<file path="src/inc/ssx_pkg.sv">
// Constants and types shared by the synchronous serial transfer engine.
// Assumes an 8-bit register port with a two-bit address.
package ssx_pkg;

    // ==========================================
    // Register offsets
    localparam logic [1:0] ADDR_CTRL = 2'h0;  // Control register.
    localparam logic [1:0] ADDR_BUF  = 2'h1;  // Shared data buffer.
    localparam logic [1:0] ADDR_STAT = 2'h3;  // Status register.

    // ==========================================
    // Control field positions
    localparam int CTL_START = 7;  // Start bit.
    localparam int CTL_ABORT = 6;  // Abort bit, reads as zero.
    localparam int CTL_MODE  = 4;  // Low bit of the two-bit mode.
    localparam int CTL_ONE   = 3;  // Bit that always reads as one.

    // ==========================================
    // Status field positions and fill value
    localparam int         STAT_ACT  = 3;      // Transfer active.
    localparam int         STAT_SHF  = 2;      // Shift in progress.
    localparam logic [7:0] STAT_FILL = 8'hF3;  // Unused bits read one.

    // ==========================================
    // Transfer modes and clock select
    localparam logic [1:0] MODE_TX  = 2'h0;  // Transmit only.
    localparam logic [1:0] MODE_RSV = 2'h1;  // Reserved.
    localparam logic [1:0] MODE_FD  = 2'h2;  // Transmit and receive.
    localparam logic [1:0] MODE_RX  = 2'h3;  // Receive only.
    localparam logic [2:0] RATE_EXT = 3'h7;  // Clock from the pin.

    // ==========================================
    // Reset values
    localparam logic [1:0] MODE_RST = 2'h0;  // Mode after reset.
    localparam logic [2:0] RATE_RST = 3'h0;  // Clock select after reset.
    localparam logic [7:0] BUF_RST  = 8'h00; // Buffer after reset.

    // ==========================================
    // Timing
    localparam int         CLK_MHZ   = 200;   // Core clock rate.
    localparam logic [3:0] BIT_LAST  = 4'h7;  // Index of the last bit.
    localparam logic [3:0] DIV_BASE  = 4'h3;  // Half period is 2^(sel+3).
    localparam int         DIV_W     = 10;    // Divider width.

    // ==========================================
    // Engine states
    typedef enum logic [1:0] {
        SSX_IDLE,
        SSX_SHIFT,
        SSX_HOLD
    } ssx_st_t;

endpackage

</file>
<file path="src/hdl/ssx_engine.sv">
// Clock-synchronous 8-bit serial transfer engine with its register port.
// Assumes a plain register master on mclk and a peer on the pins.
//
// Contract
// - start shifts buffer out LSB first
// - load into shifter empties buffer, raises interrupt
// - internal clock halts when no next byte
// - serial out keeps last bit until first fall
// - clearing start finishes byte then drops active
// - abort stops at once, drops active
// - external clock late stop sends one dummy byte
// - receive LSB first, buffer full interrupt
// - internal clock receive waits for buffer read
// - clearing start during receive completes byte
// - abort during receive stops, data invalid
// - mode change discards buffer contents
// - duplex drives on fall, samples on rise
// - internal duplex waits for read and write
// - clearing start in duplex completes byte
// - internal clock pin starts high
// - select 111 uses the external clock
//
// The register offsets and the strobed register port were left to the implementer.
`timescale 1ns/1ps
module ssx_engine (
    // Clock and reset.
    input  wire logic       mclk,
    input  wire logic       sys_rst,
    // Register port.
    input  wire logic [1:0] addr,
    input  wire logic [7:0] wdata,
    input  wire logic       wr,
    input  wire logic       rd,
    output logic      [7:0] rdata,
    // Interrupt request, one-cycle pulse.
    output logic            serial_irq,
    // Serial clock pin, two-way.
    input  wire logic       sck_in,
    output logic            sck_out,
    output logic            sck_oe,
    // Serial data pins.
    input  wire logic       si_in,
    output logic            so_out
);
    import ssx_pkg::*;

    // ==========================================
    // State
    typedef struct packed {
        ssx_st_t          st;       // Engine state.
        logic             start;    // Start control.
        logic [1:0]       mode;     // Transfer mode select.
        logic [2:0]       rate;     // Clock rate select.
        logic [7:0]       dbuf;     // Shared data buffer.
        logic             tx_full;  // Buffer holds a fresh byte.
        logic             rx_full;  // Buffer holds an unread byte.
        logic [7:0]       sh;       // Shift register.
        logic [3:0]       cnt;      // Bits done in this byte.
        logic             so;       // Serial out level.
        logic             sck;      // Internal clock level.
        logic [DIV_W-1:0] div;      // Half period counter.
        logic             active;   // Transfer active flag.
        logic             last;     // Stop after this byte.
        logic             begun;    // A fall has opened this byte.
        logic             irq;      // Interrupt pulse.
        logic [7:0]       rdata;    // Read data.
    } ssx_state_t;

    ssx_state_t s;       // Registered state.
    ssx_state_t next_s;  // Next state.

    logic ext;     // External clock selected.
    logic tick;    // Divider reached its end.
    logic fall;    // Falling serial clock edge this cycle.
    logic rise;    // Rising serial clock edge this cycle.
    logic e_fall;  // Pin falling edge.
    logic e_rise;  // Pin rising edge.
    logic si_s;    // Synchronised data input.

    // ==========================================
    // Helpers

    // True for the modes that drive serial out.
    function automatic logic tx_on(input logic [1:0] m);
        return m != MODE_RX;
    endfunction

    // True for the modes that take serial in into the buffer.
    function automatic logic rx_on(input logic [1:0] m);
        return m != MODE_TX;
    endfunction

    // Reload value of the half period divider for a rate select.
    function automatic logic [DIV_W-1:0] half(input logic [2:0] r);
        logic [3:0] sh_by;
        sh_by = {1'b0, r} + DIV_BASE;
        return (10'h001 << sh_by) - 10'h001;
    endfunction

    // ==========================================
    // Pin synchroniser

    // Both pins cross into mclk before any logic reads them.
    ssx_pin_sync u_sync (
        .mclk     (mclk),
        .sys_rst  (sys_rst),
        .sck_in   (sck_in),
        .si_in    (si_in),
        .sck_fall (e_fall),
        .sck_rise (e_rise),
        .si_s     (si_s)
    );

    // ==========================================
    // Next state

    // Bus accesses first, then one step of the shift engine.
    always_comb begin
        next_s       = s;
        next_s.irq   = 1'b0;
        next_s.rdata = 8'h00;
        ext  = (s.rate == RATE_EXT);
        tick = (s.div == '0);
        // Edges come from the pin or from the own divider.
        if (ext) begin
            fall = e_fall;
            rise = e_rise;
        end else begin
            fall = tick & s.sck;
            rise = tick & ~s.sck;
        end

        // Register reads; data stand in the next cycle only.
        if (rd) begin
            if (addr == ADDR_CTRL) begin
                next_s.rdata = {s.start, 1'b0, s.mode, 1'b1, s.rate};
            end else if (addr == ADDR_BUF) begin
                // Reading the buffer frees it for the next byte.
                next_s.rdata   = s.dbuf;
                next_s.rx_full = 1'b0;
            end else if (addr == ADDR_STAT) begin
                next_s.rdata           = STAT_FILL;
                next_s.rdata[STAT_ACT] = s.active;
                next_s.rdata[STAT_SHF] = (s.st == SSX_SHIFT);
            end else begin
                // Unmapped offsets read as zero.
                next_s.rdata = 8'h00;
            end
        end

        // Register writes.
        if (wr) begin
            if (addr == ADDR_CTRL) begin
                next_s.start = wdata[CTL_START];
                next_s.rate  = wdata[2:0];
                // A new mode throws away whatever the buffer held.
                if (wdata[CTL_MODE+:2] != s.mode) begin
                    next_s.mode    = wdata[CTL_MODE+:2];
                    next_s.dbuf    = BUF_RST;
                    next_s.tx_full = 1'b0;
                    next_s.rx_full = 1'b0;
                end
                if (wdata[CTL_ABORT]) begin
                    // Abort drops the transfer at once; the buffer keeps its value, start takes the written bit.
                    next_s.st     = SSX_IDLE;
                    next_s.active = 1'b0;
                    next_s.sck    = 1'b1;
                    next_s.cnt    = 4'h0;
                end else if (wdata[CTL_START] && s.st == SSX_IDLE &&
                             wdata[CTL_MODE+:2] != MODE_RSV) begin
                    // A start in the reserved mode is ignored.
                    next_s.st     = SSX_SHIFT;
                    next_s.active = 1'b1;
                    next_s.cnt    = 4'h0;
                    next_s.sck    = 1'b1;
                    next_s.div    = half(wdata[2:0]);
                    next_s.last   = 1'b0;
                    next_s.begun  = 1'b0;
                end
            end else if (addr == ADDR_BUF) begin
                // A write fills the buffer for transmission.
                next_s.dbuf    = wdata;
                next_s.tx_full = 1'b1;
            end
        end

        // Shift engine; skipped in a cycle that starts or aborts.
        if (s.active && next_s.active) begin
            case (s.st)
                SSX_SHIFT: begin
                    // Start cleared between bytes ends the transfer.
                    if (!s.begun && !next_s.start && !fall) begin
                        next_s.st     = SSX_IDLE;
                        next_s.active = 1'b0;
                    end
                    // Own divider runs only while shifting.
                    if (!ext) begin
                        next_s.div = tick ? half(s.rate) : s.div - 1'b1;
                    end
                    if (fall) begin
                        next_s.begun = 1'b1;
                        if (!ext) begin
                            next_s.sck = 1'b0;
                        end
                        if (tx_on(s.mode) && s.cnt == 4'h0) begin
                            // First fall of a byte moves it in.
                            next_s.sh      = next_s.dbuf;
                            next_s.so      = next_s.dbuf[0];
                            next_s.tx_full = 1'b0;
                            // An empty buffer here means a dummy byte.
                            if (ext && !next_s.tx_full) begin
                                next_s.last = !s.tx_full;
                            end
                            if (s.mode == MODE_TX) begin
                                next_s.irq = 1'b1;
                            end
                        end else if (tx_on(s.mode)) begin
                            // Later bits go out on the fall too.
                            next_s.so = s.sh[0];
                        end
                    end
                    if (rise) begin
                        if (!ext) begin
                            next_s.sck = 1'b1;
                        end
                        // Sample on the rise, LSB arrives first.
                        next_s.sh  = {si_s, s.sh[7:1]};
                        next_s.cnt = s.cnt + 4'h1;
                        if (s.cnt == BIT_LAST) begin
                            next_s.cnt = 4'h0;
                            next_s.begun = 1'b0;
                            if (rx_on(s.mode)) begin
                                // Whole byte goes to the buffer.
                                next_s.dbuf    = {si_s, s.sh[7:1]};
                                next_s.rx_full = 1'b1;
                                next_s.tx_full = 1'b0;
                                next_s.irq     = 1'b1;
                            end
                            if (!next_s.start || s.last) begin
                                // Stop only once the byte is complete.
                                next_s.st     = SSX_IDLE;
                                next_s.active = 1'b0;
                            end else if (!ext) begin
                                // Own clock waits for software.
                                next_s.st = SSX_HOLD;
                            end
                        end
                    end
                end
                SSX_HOLD: begin
                    // Clock rests high while software catches up.
                    if (!next_s.start) begin
                        next_s.st     = SSX_IDLE;
                        next_s.active = 1'b0;
                    end else if (
                        (s.mode == MODE_TX && next_s.tx_full) ||
                        (s.mode == MODE_RX && !next_s.rx_full) ||
                        (s.mode == MODE_FD && !next_s.rx_full &&
                         next_s.tx_full)) begin
                        next_s.st  = SSX_SHIFT;
                        next_s.div = half(s.rate);
                    end
                end
                default: begin
                    // Idle holds no work.
                    next_s.st = SSX_IDLE;
                end
            endcase
        end
    end

    // ==========================================
    // State register
    always_ff @(posedge mclk) begin
        if (sys_rst) begin
            s         <= '0;
            s.st      <= SSX_IDLE;
            s.mode    <= MODE_RST;
            s.rate    <= RATE_RST;
            s.dbuf    <= BUF_RST;
            s.sck     <= 1'b1;
        end else begin
            s <= next_s;
        end
    end

    // ==========================================
    // Outputs
    assign rdata      = s.rdata;
    assign serial_irq = s.irq;
    assign sck_out    = s.sck;
    assign sck_oe     = (s.rate != RATE_EXT);
    assign so_out     = s.so;
endmodule // ssx_engine

</file>
<file path="src/hdl/ssx_pin_sync.sv">
// Synchroniser and edge finder for the serial clock and data input pins.
// Assumes both pins are asynchronous to mclk.
`timescale 1ns/1ps
module ssx_pin_sync (
    // Clock and reset.
    input  wire logic mclk,
    input  wire logic sys_rst,
    // Raw pins.
    input  wire logic sck_in,
    input  wire logic si_in,
    // Clean outputs.
    output logic      sck_fall,
    output logic      sck_rise,
    output logic      si_s
);

    // ==========================================
    // State
    typedef struct packed {
        logic sck_a;  // First stage, read only by the second.
        logic sck_b;  // Second stage.
        logic sck_c;  // Delayed copy for edge finding.
        logic si_a;   // First stage of the data pin.
        logic si_b;   // Second stage of the data pin.
    } ssx_sync_t;

    ssx_sync_t s;       // Registered state.
    ssx_sync_t next_s;  // Next state.

    // Shift each pin along its chain.
    always_comb begin
        next_s       = s;
        next_s.sck_a = sck_in;
        next_s.sck_b = s.sck_a;
        next_s.sck_c = s.sck_b;
        next_s.si_a  = si_in;
        next_s.si_b  = s.si_a;
    end

    // Register the chains; the clock idles high.
    always_ff @(posedge mclk) begin
        if (sys_rst) begin
            s <= 5'h1F;
        end else begin
            s <= next_s;
        end
    end

    // Edges are seen between the second and third stages.
    assign sck_fall = s.sck_c & ~s.sck_b;
    assign sck_rise = ~s.sck_c & s.sck_b;
    assign si_s     = s.si_b;

endmodule // ssx_pin_sync

</file>
<file path="config.mk">
export PLATFORM = sky130hd
export DESIGN_NAME = ssx_engine
export DESIGN_NICKNAME = d
export VERILOG_FILES = /design/src/inc/ssx_pkg.sv /design/src/hdl/ssx_engine.sv /design/src/hdl/ssx_pin_sync.sv
export SDC_FILE = /design/constraint.sdc
export NUM_CORES = 1
export LEC_CHECK = 0
export ABC_CLOCK_PERIOD_IN_PS = 3600
export BUFFER_PORTS_ARGS = -buffer_cell sky130_fd_sc_hd__buf_2
export CORE_MARGIN = 10
export CORE_UTILIZATION = 55
export DETAILED_ROUTE_END_ITERATION = 16
export PLACE_DENSITY = 0.76
export SETUP_SLACK_MARGIN = 0.2
export SLEW_MARGIN = 20
export SYNTH_ARGS = -nofsm -noshare
export SYNTH_HDL_FRONTEND = slang
export SYNTH_SLANG_ARGS = --single-unit
</file>
<file path="constraint.sdc">
create_clock -name mclk -period 3.6 [get_ports mclk]
set_input_delay 0.72 -clock mclk [delete_from_list [all_inputs] [get_ports mclk]]
set_output_delay 0.72 -clock mclk [all_outputs]
set_load 0.05 [all_outputs]
</file>
==> out/metrics.cfg <==
[logic_synthesis]
synth_seq_area_share_pct = 33.1
post_synth_inst_count = 456
synthDistinctLibCells = 62
share_of_synthesized_flip_flops_with_an_asynchronous_set_or_reset_pct = 0
synth.avg_cell_area_um2 = 7.82
netlist_area_mm2 = 0.00357
synth_enable_flop_cells = 0
synth_top_flop_cell = sky130_fd_sc_hd__dfxtp_1
synth-seq-cells = 59
synthesis.yosys.warnings = 0

[sta]
worstMarginPinSlew_ns = 0.880
finalClockSkew_ns = 0.0130
maxSlewHeadroom_pct = 39.8
final.setup.worst_slack_ns = 0.512
hold_violations_final = 0
rsz_0062_raised_after_global_routing = no
totalNegativeSetupSlack_ns = 0
period_share_pct = 85.8
timing.final.crit_period_ns = 3.09
report.final.setup_viol = 0
timing.final.max_slew_violations = 0
timing_limited_maximum_frequency_mhz = 324

[routing]
totalWireLength_mm = 9.65
dr_wl_cell_um = 17.6
detail_route.drc_violations = 0
drt_first_pass_iters = 5
number_of_vias_per_cell = 6.29
drt.antenna.violating_nets = 0
drtIter0Drc = 372
via_count = 3439

[global_routing]
grt_start_max_net_pins = 33
grt_pass1_wl_mm = 16.0
global_route.overflow_total = 0
number_of_antenna_violations_at_the_first_check_in_global_routing = 0
number_of_global_route_vias_before_repair = 3194
grt_util_all_layers_pct = 19.4

[power_and_ir_drop]
power_density_mw_per_mm2 = 391
leakage_component_of_the_power_nw = 1.45
power_frac_seq_pct = 44.5
ir_drop_v = 0.000273
power_report.internal_total_mw = 1.11
combPwrFrac_pct = 10.2
pwr-share-clk_pct = 45.4
p_sw_share_pct = 26.9
net-switching-power_mw = 0.409

[min_path]
worst_hold_path_type = flop to flop

[final_layout]
layoutNonFillerInstCount = 547
antenna_cells = 0
layout_cell_area_excl_fill_mm2 = 0.00389
number_of_nets_in_the_finished_design = 489
final_layout_size_suffix_gt1_share_pct = 16.4
finish.utilization_pct = 61.6
area_occupied_by_multi_input_gates_mm2 = 0.00214
ff_latch_area_mm2 = 0.00118
fillers = 561
area_growth_pct = 9.08

[setup_path]
critical-path-top-delay-family = simple AND/OR/NAND/NOR gates
worstPathArrival_ns = 3.32
crit_fanout = 16
worstPathCellList = inv_1 -> ha_1 -> or4b_1 -> or3_1 -> o31a_1 -> or4_4 -> nor2_1 -> a211oi_2
worstPathBufferInverterCount = 1
worst_ep_required_time_ns = 3.83
critPathKind = flop to flop
critical-path-max-stage-delay_ns = 0.68
worstSetupEndpointType = flop
timing.critical_path.slowest_stage_cell = sky130_fd_sc_hd__or4_4
startpoint_type = flop

[placement]
placement.cell_area_mm2 = 0.00366
place_worst_setup_slack_ns = 0.419
port_buffers = 27
gp_congestion = 0.951
post-dp-hpwl_mm = 6.88
numPlacedInstances = 531

[run]
max_capacitance_violation_total = 0

[floorplanning]
die_height_um = 101
floorplan.io_pins = 28
dieWidth_um = 101
core_mm2 = 0.00631
floorplan.rows = 29
initial_utilization_pct = 56.5
design.die.area_mm2 = 0.0101

[clocking]
tritoncts.num_buffers = 9
clockRootBuffer = sky130_fd_sc_hd__clkbuf_8
clkSlewWorstSetupHoldPaths_ns = 0.08
postCtsResizedCells = 0
clock-sinks = 59
max-clock-path-buffers = 2
insertion_delay_ns = 0.35
depth_of_the_cts_h_tree = 3
postCtsSetupBuffers = 0
post_cts_hold_buffer_count = 0
tritoncts = done

[outcome]
status = complete, no violations

[flip-flops by register name, summed over array words and instances, names as in the netlist]
| signal | cells |
|---|---|
| u_sync.next_s | 3 |
| serial_irq | 1 |
| u_sync.s | 1 |
| rdata | 8 |
| so_out | 1 |
| u_sync.si_s | 1 |
| sck_out | 1 |
| s | 43 |
[cell type report]
type | instances | area share (%)
multi-input combinational | 346 | 55.0
sequential | 59 | 30.4
timing repair buffer | 35 | 5.02
clock buffer | 9 | 3.18
clock inverter | 7 | 2.57
tap | 77 | 2.48
inverter | 14 | 1.35
[power by group through the flow]
stage / Clock [mW] / Sequential (mW) / Combinational (mW)
2_1_floorplan: 0 / 0.684 / 0.115
3_3_place_gp: 0 / 0.691 / 0.147
3_5_place_dp: 0 / 0.691 / 0.149
4_1_cts: 0.697 / 0.676 / 0.150
5_1_grt: 0.729 / 0.677 / 0.170
6_report: 0.690 / 0.676 / 0.155
[final timing paths]
check                   start                to  slack, ns  depth (start not counted)
max                     s[13]             s[42]       0.51                          8
min          u_sync.next_s[3]  u_sync.next_s[2]       0.41                          1
max reg2reg             s[13]             s[42]       0.51                          8
min reg2reg  u_sync.next_s[3]  u_sync.next_s[2]       0.41                          1
[cells in the mapped netlist (all sizes together) (3+ instances only)]
| library cell | n | share of area (%) |
|---|---|---|
| dfxtp | 59 | 33 |
| nor2 | 37 | 3.9 |
| ha | 8 | 2.8 |
| o21ai | 20 | 2.8 |
| a211oi | 11 | 3.3 |
| nor4 | 8 | 1.4 |
| and3 | 3 | 0.53 |
| o221ai | 3 | 0.74 |
| nand2 | 55 | 5.8 |
| inv | 13 | 1.4 |
| mux2 | 7 | 2.2 |
| nor2b | 3 | 0.53 |
| nand3b | 4 | 0.84 |
| or3 | 6 | 1.1 |
| o21a | 4 | 0.84 |
| xnor2 | 4 | 0.98 |
| xor2 | 3 | 0.74 |
| o31ai | 6 | 1.3 |
| a21oi | 45 | 6.3 |
| a22oi | 12 | 2.5 |
| mux2i | 9 | 2.5 |
| buf | 13 | 3.0 |
| nand3 | 11 | 1.5 |
| and2 | 3 | 0.53 |
| nand2b | 4 | 0.70 |
| a211o | 5 | 1.2 |
| or4 | 3 | 0.74 |
| nor3 | 16 | 2.2 |
| or2 | 7 | 1.2 |
| o22ai | 4 | 0.70 |
| clkbuf | 27 | 2.8 |
| o211ai | 8 | 1.7 |
| a31oi | 7 | 1.2 |
[stage by stage]
step / hold slack, ns / total power, mW
2_1_floorplan: 0.389 / 0.799
3_3_place_gp: 0.395 / 0.838
3_5_place_dp: 0.393 / 0.840
4_1_cts: 0.410 / 1.52
5_1_grt: 0.433 / 1.58
6_report: 0.409 / 1.52
[cell families after synthesis]
group | after synthesis | share of synthesized area (%)
AND/OR/NAND/NOR | 171 | 23.8
AO/OA/AOI/OAI | 140 | 26.4
flip-flops | 59 | 33.1
buffers and inverters | 54 | 7.33
multiplexers | 16 | 4.74
adder cells (fa/ha/maj) | 8 | 2.81
XOR/XNOR | 7 | 1.72
other | 1 | 0.105
[metal layers]
layer | track usage [%] | up-vias | wire [µm]
li1 | - | 1675 | -
met1 | 26.2 | 1568 | 4160
met2 | 28.7 | 171 | 4330
met3 | 4.05 | 25 | 932
met4 | 8.80 | 0 | 232
met5 | 0 | - | 0
[cells in the final DEF, fill, tap and decap left out, types with 4 or more instances in the layout]
master / n
sky130_fd_sc_hd__inv_1: 13
sky130_fd_sc_hd__o21a_1: 4
sky130_fd_sc_hd__nor3_1: 16
sky130_fd_sc_hd__dfxtp_1: 59
sky130_fd_sc_hd__o211ai_1: 8
sky130_fd_sc_hd__mux2i_1: 9
sky130_fd_sc_hd__a211o_1: 5
sky130_fd_sc_hd__buf_4: 8
sky130_fd_sc_hd__a22oi_1: 12
sky130_fd_sc_hd__or2_2: 7
sky130_fd_sc_hd__nand3b_1: 4
sky130_fd_sc_hd__o31ai_1: 6
sky130_fd_sc_hd__conb_1: 4
sky130_fd_sc_hd__clkbuf_8: 9
sky130_fd_sc_hd__mux2_2: 7
sky130_fd_sc_hd__or3_1: 6
sky130_fd_sc_hd__xnor2_1: 4
sky130_fd_sc_hd__nand3_1: 11
sky130_fd_sc_hd__a211oi_1: 4
sky130_fd_sc_hd__buf_2: 27
sky130_fd_sc_hd__nand2_1: 55
sky130_fd_sc_hd__a211oi_2: 7
sky130_fd_sc_hd__a21oi_1: 45
sky130_fd_sc_hd__nor4_1: 8
sky130_fd_sc_hd__a31oi_1: 7
sky130_fd_sc_hd__nand2b_1: 4
sky130_fd_sc_hd__o21ai_0: 19
sky130_fd_sc_hd__nor2_1: 37
sky130_fd_sc_hd__ha_1: 8
(Power assumes the default switching activity.)
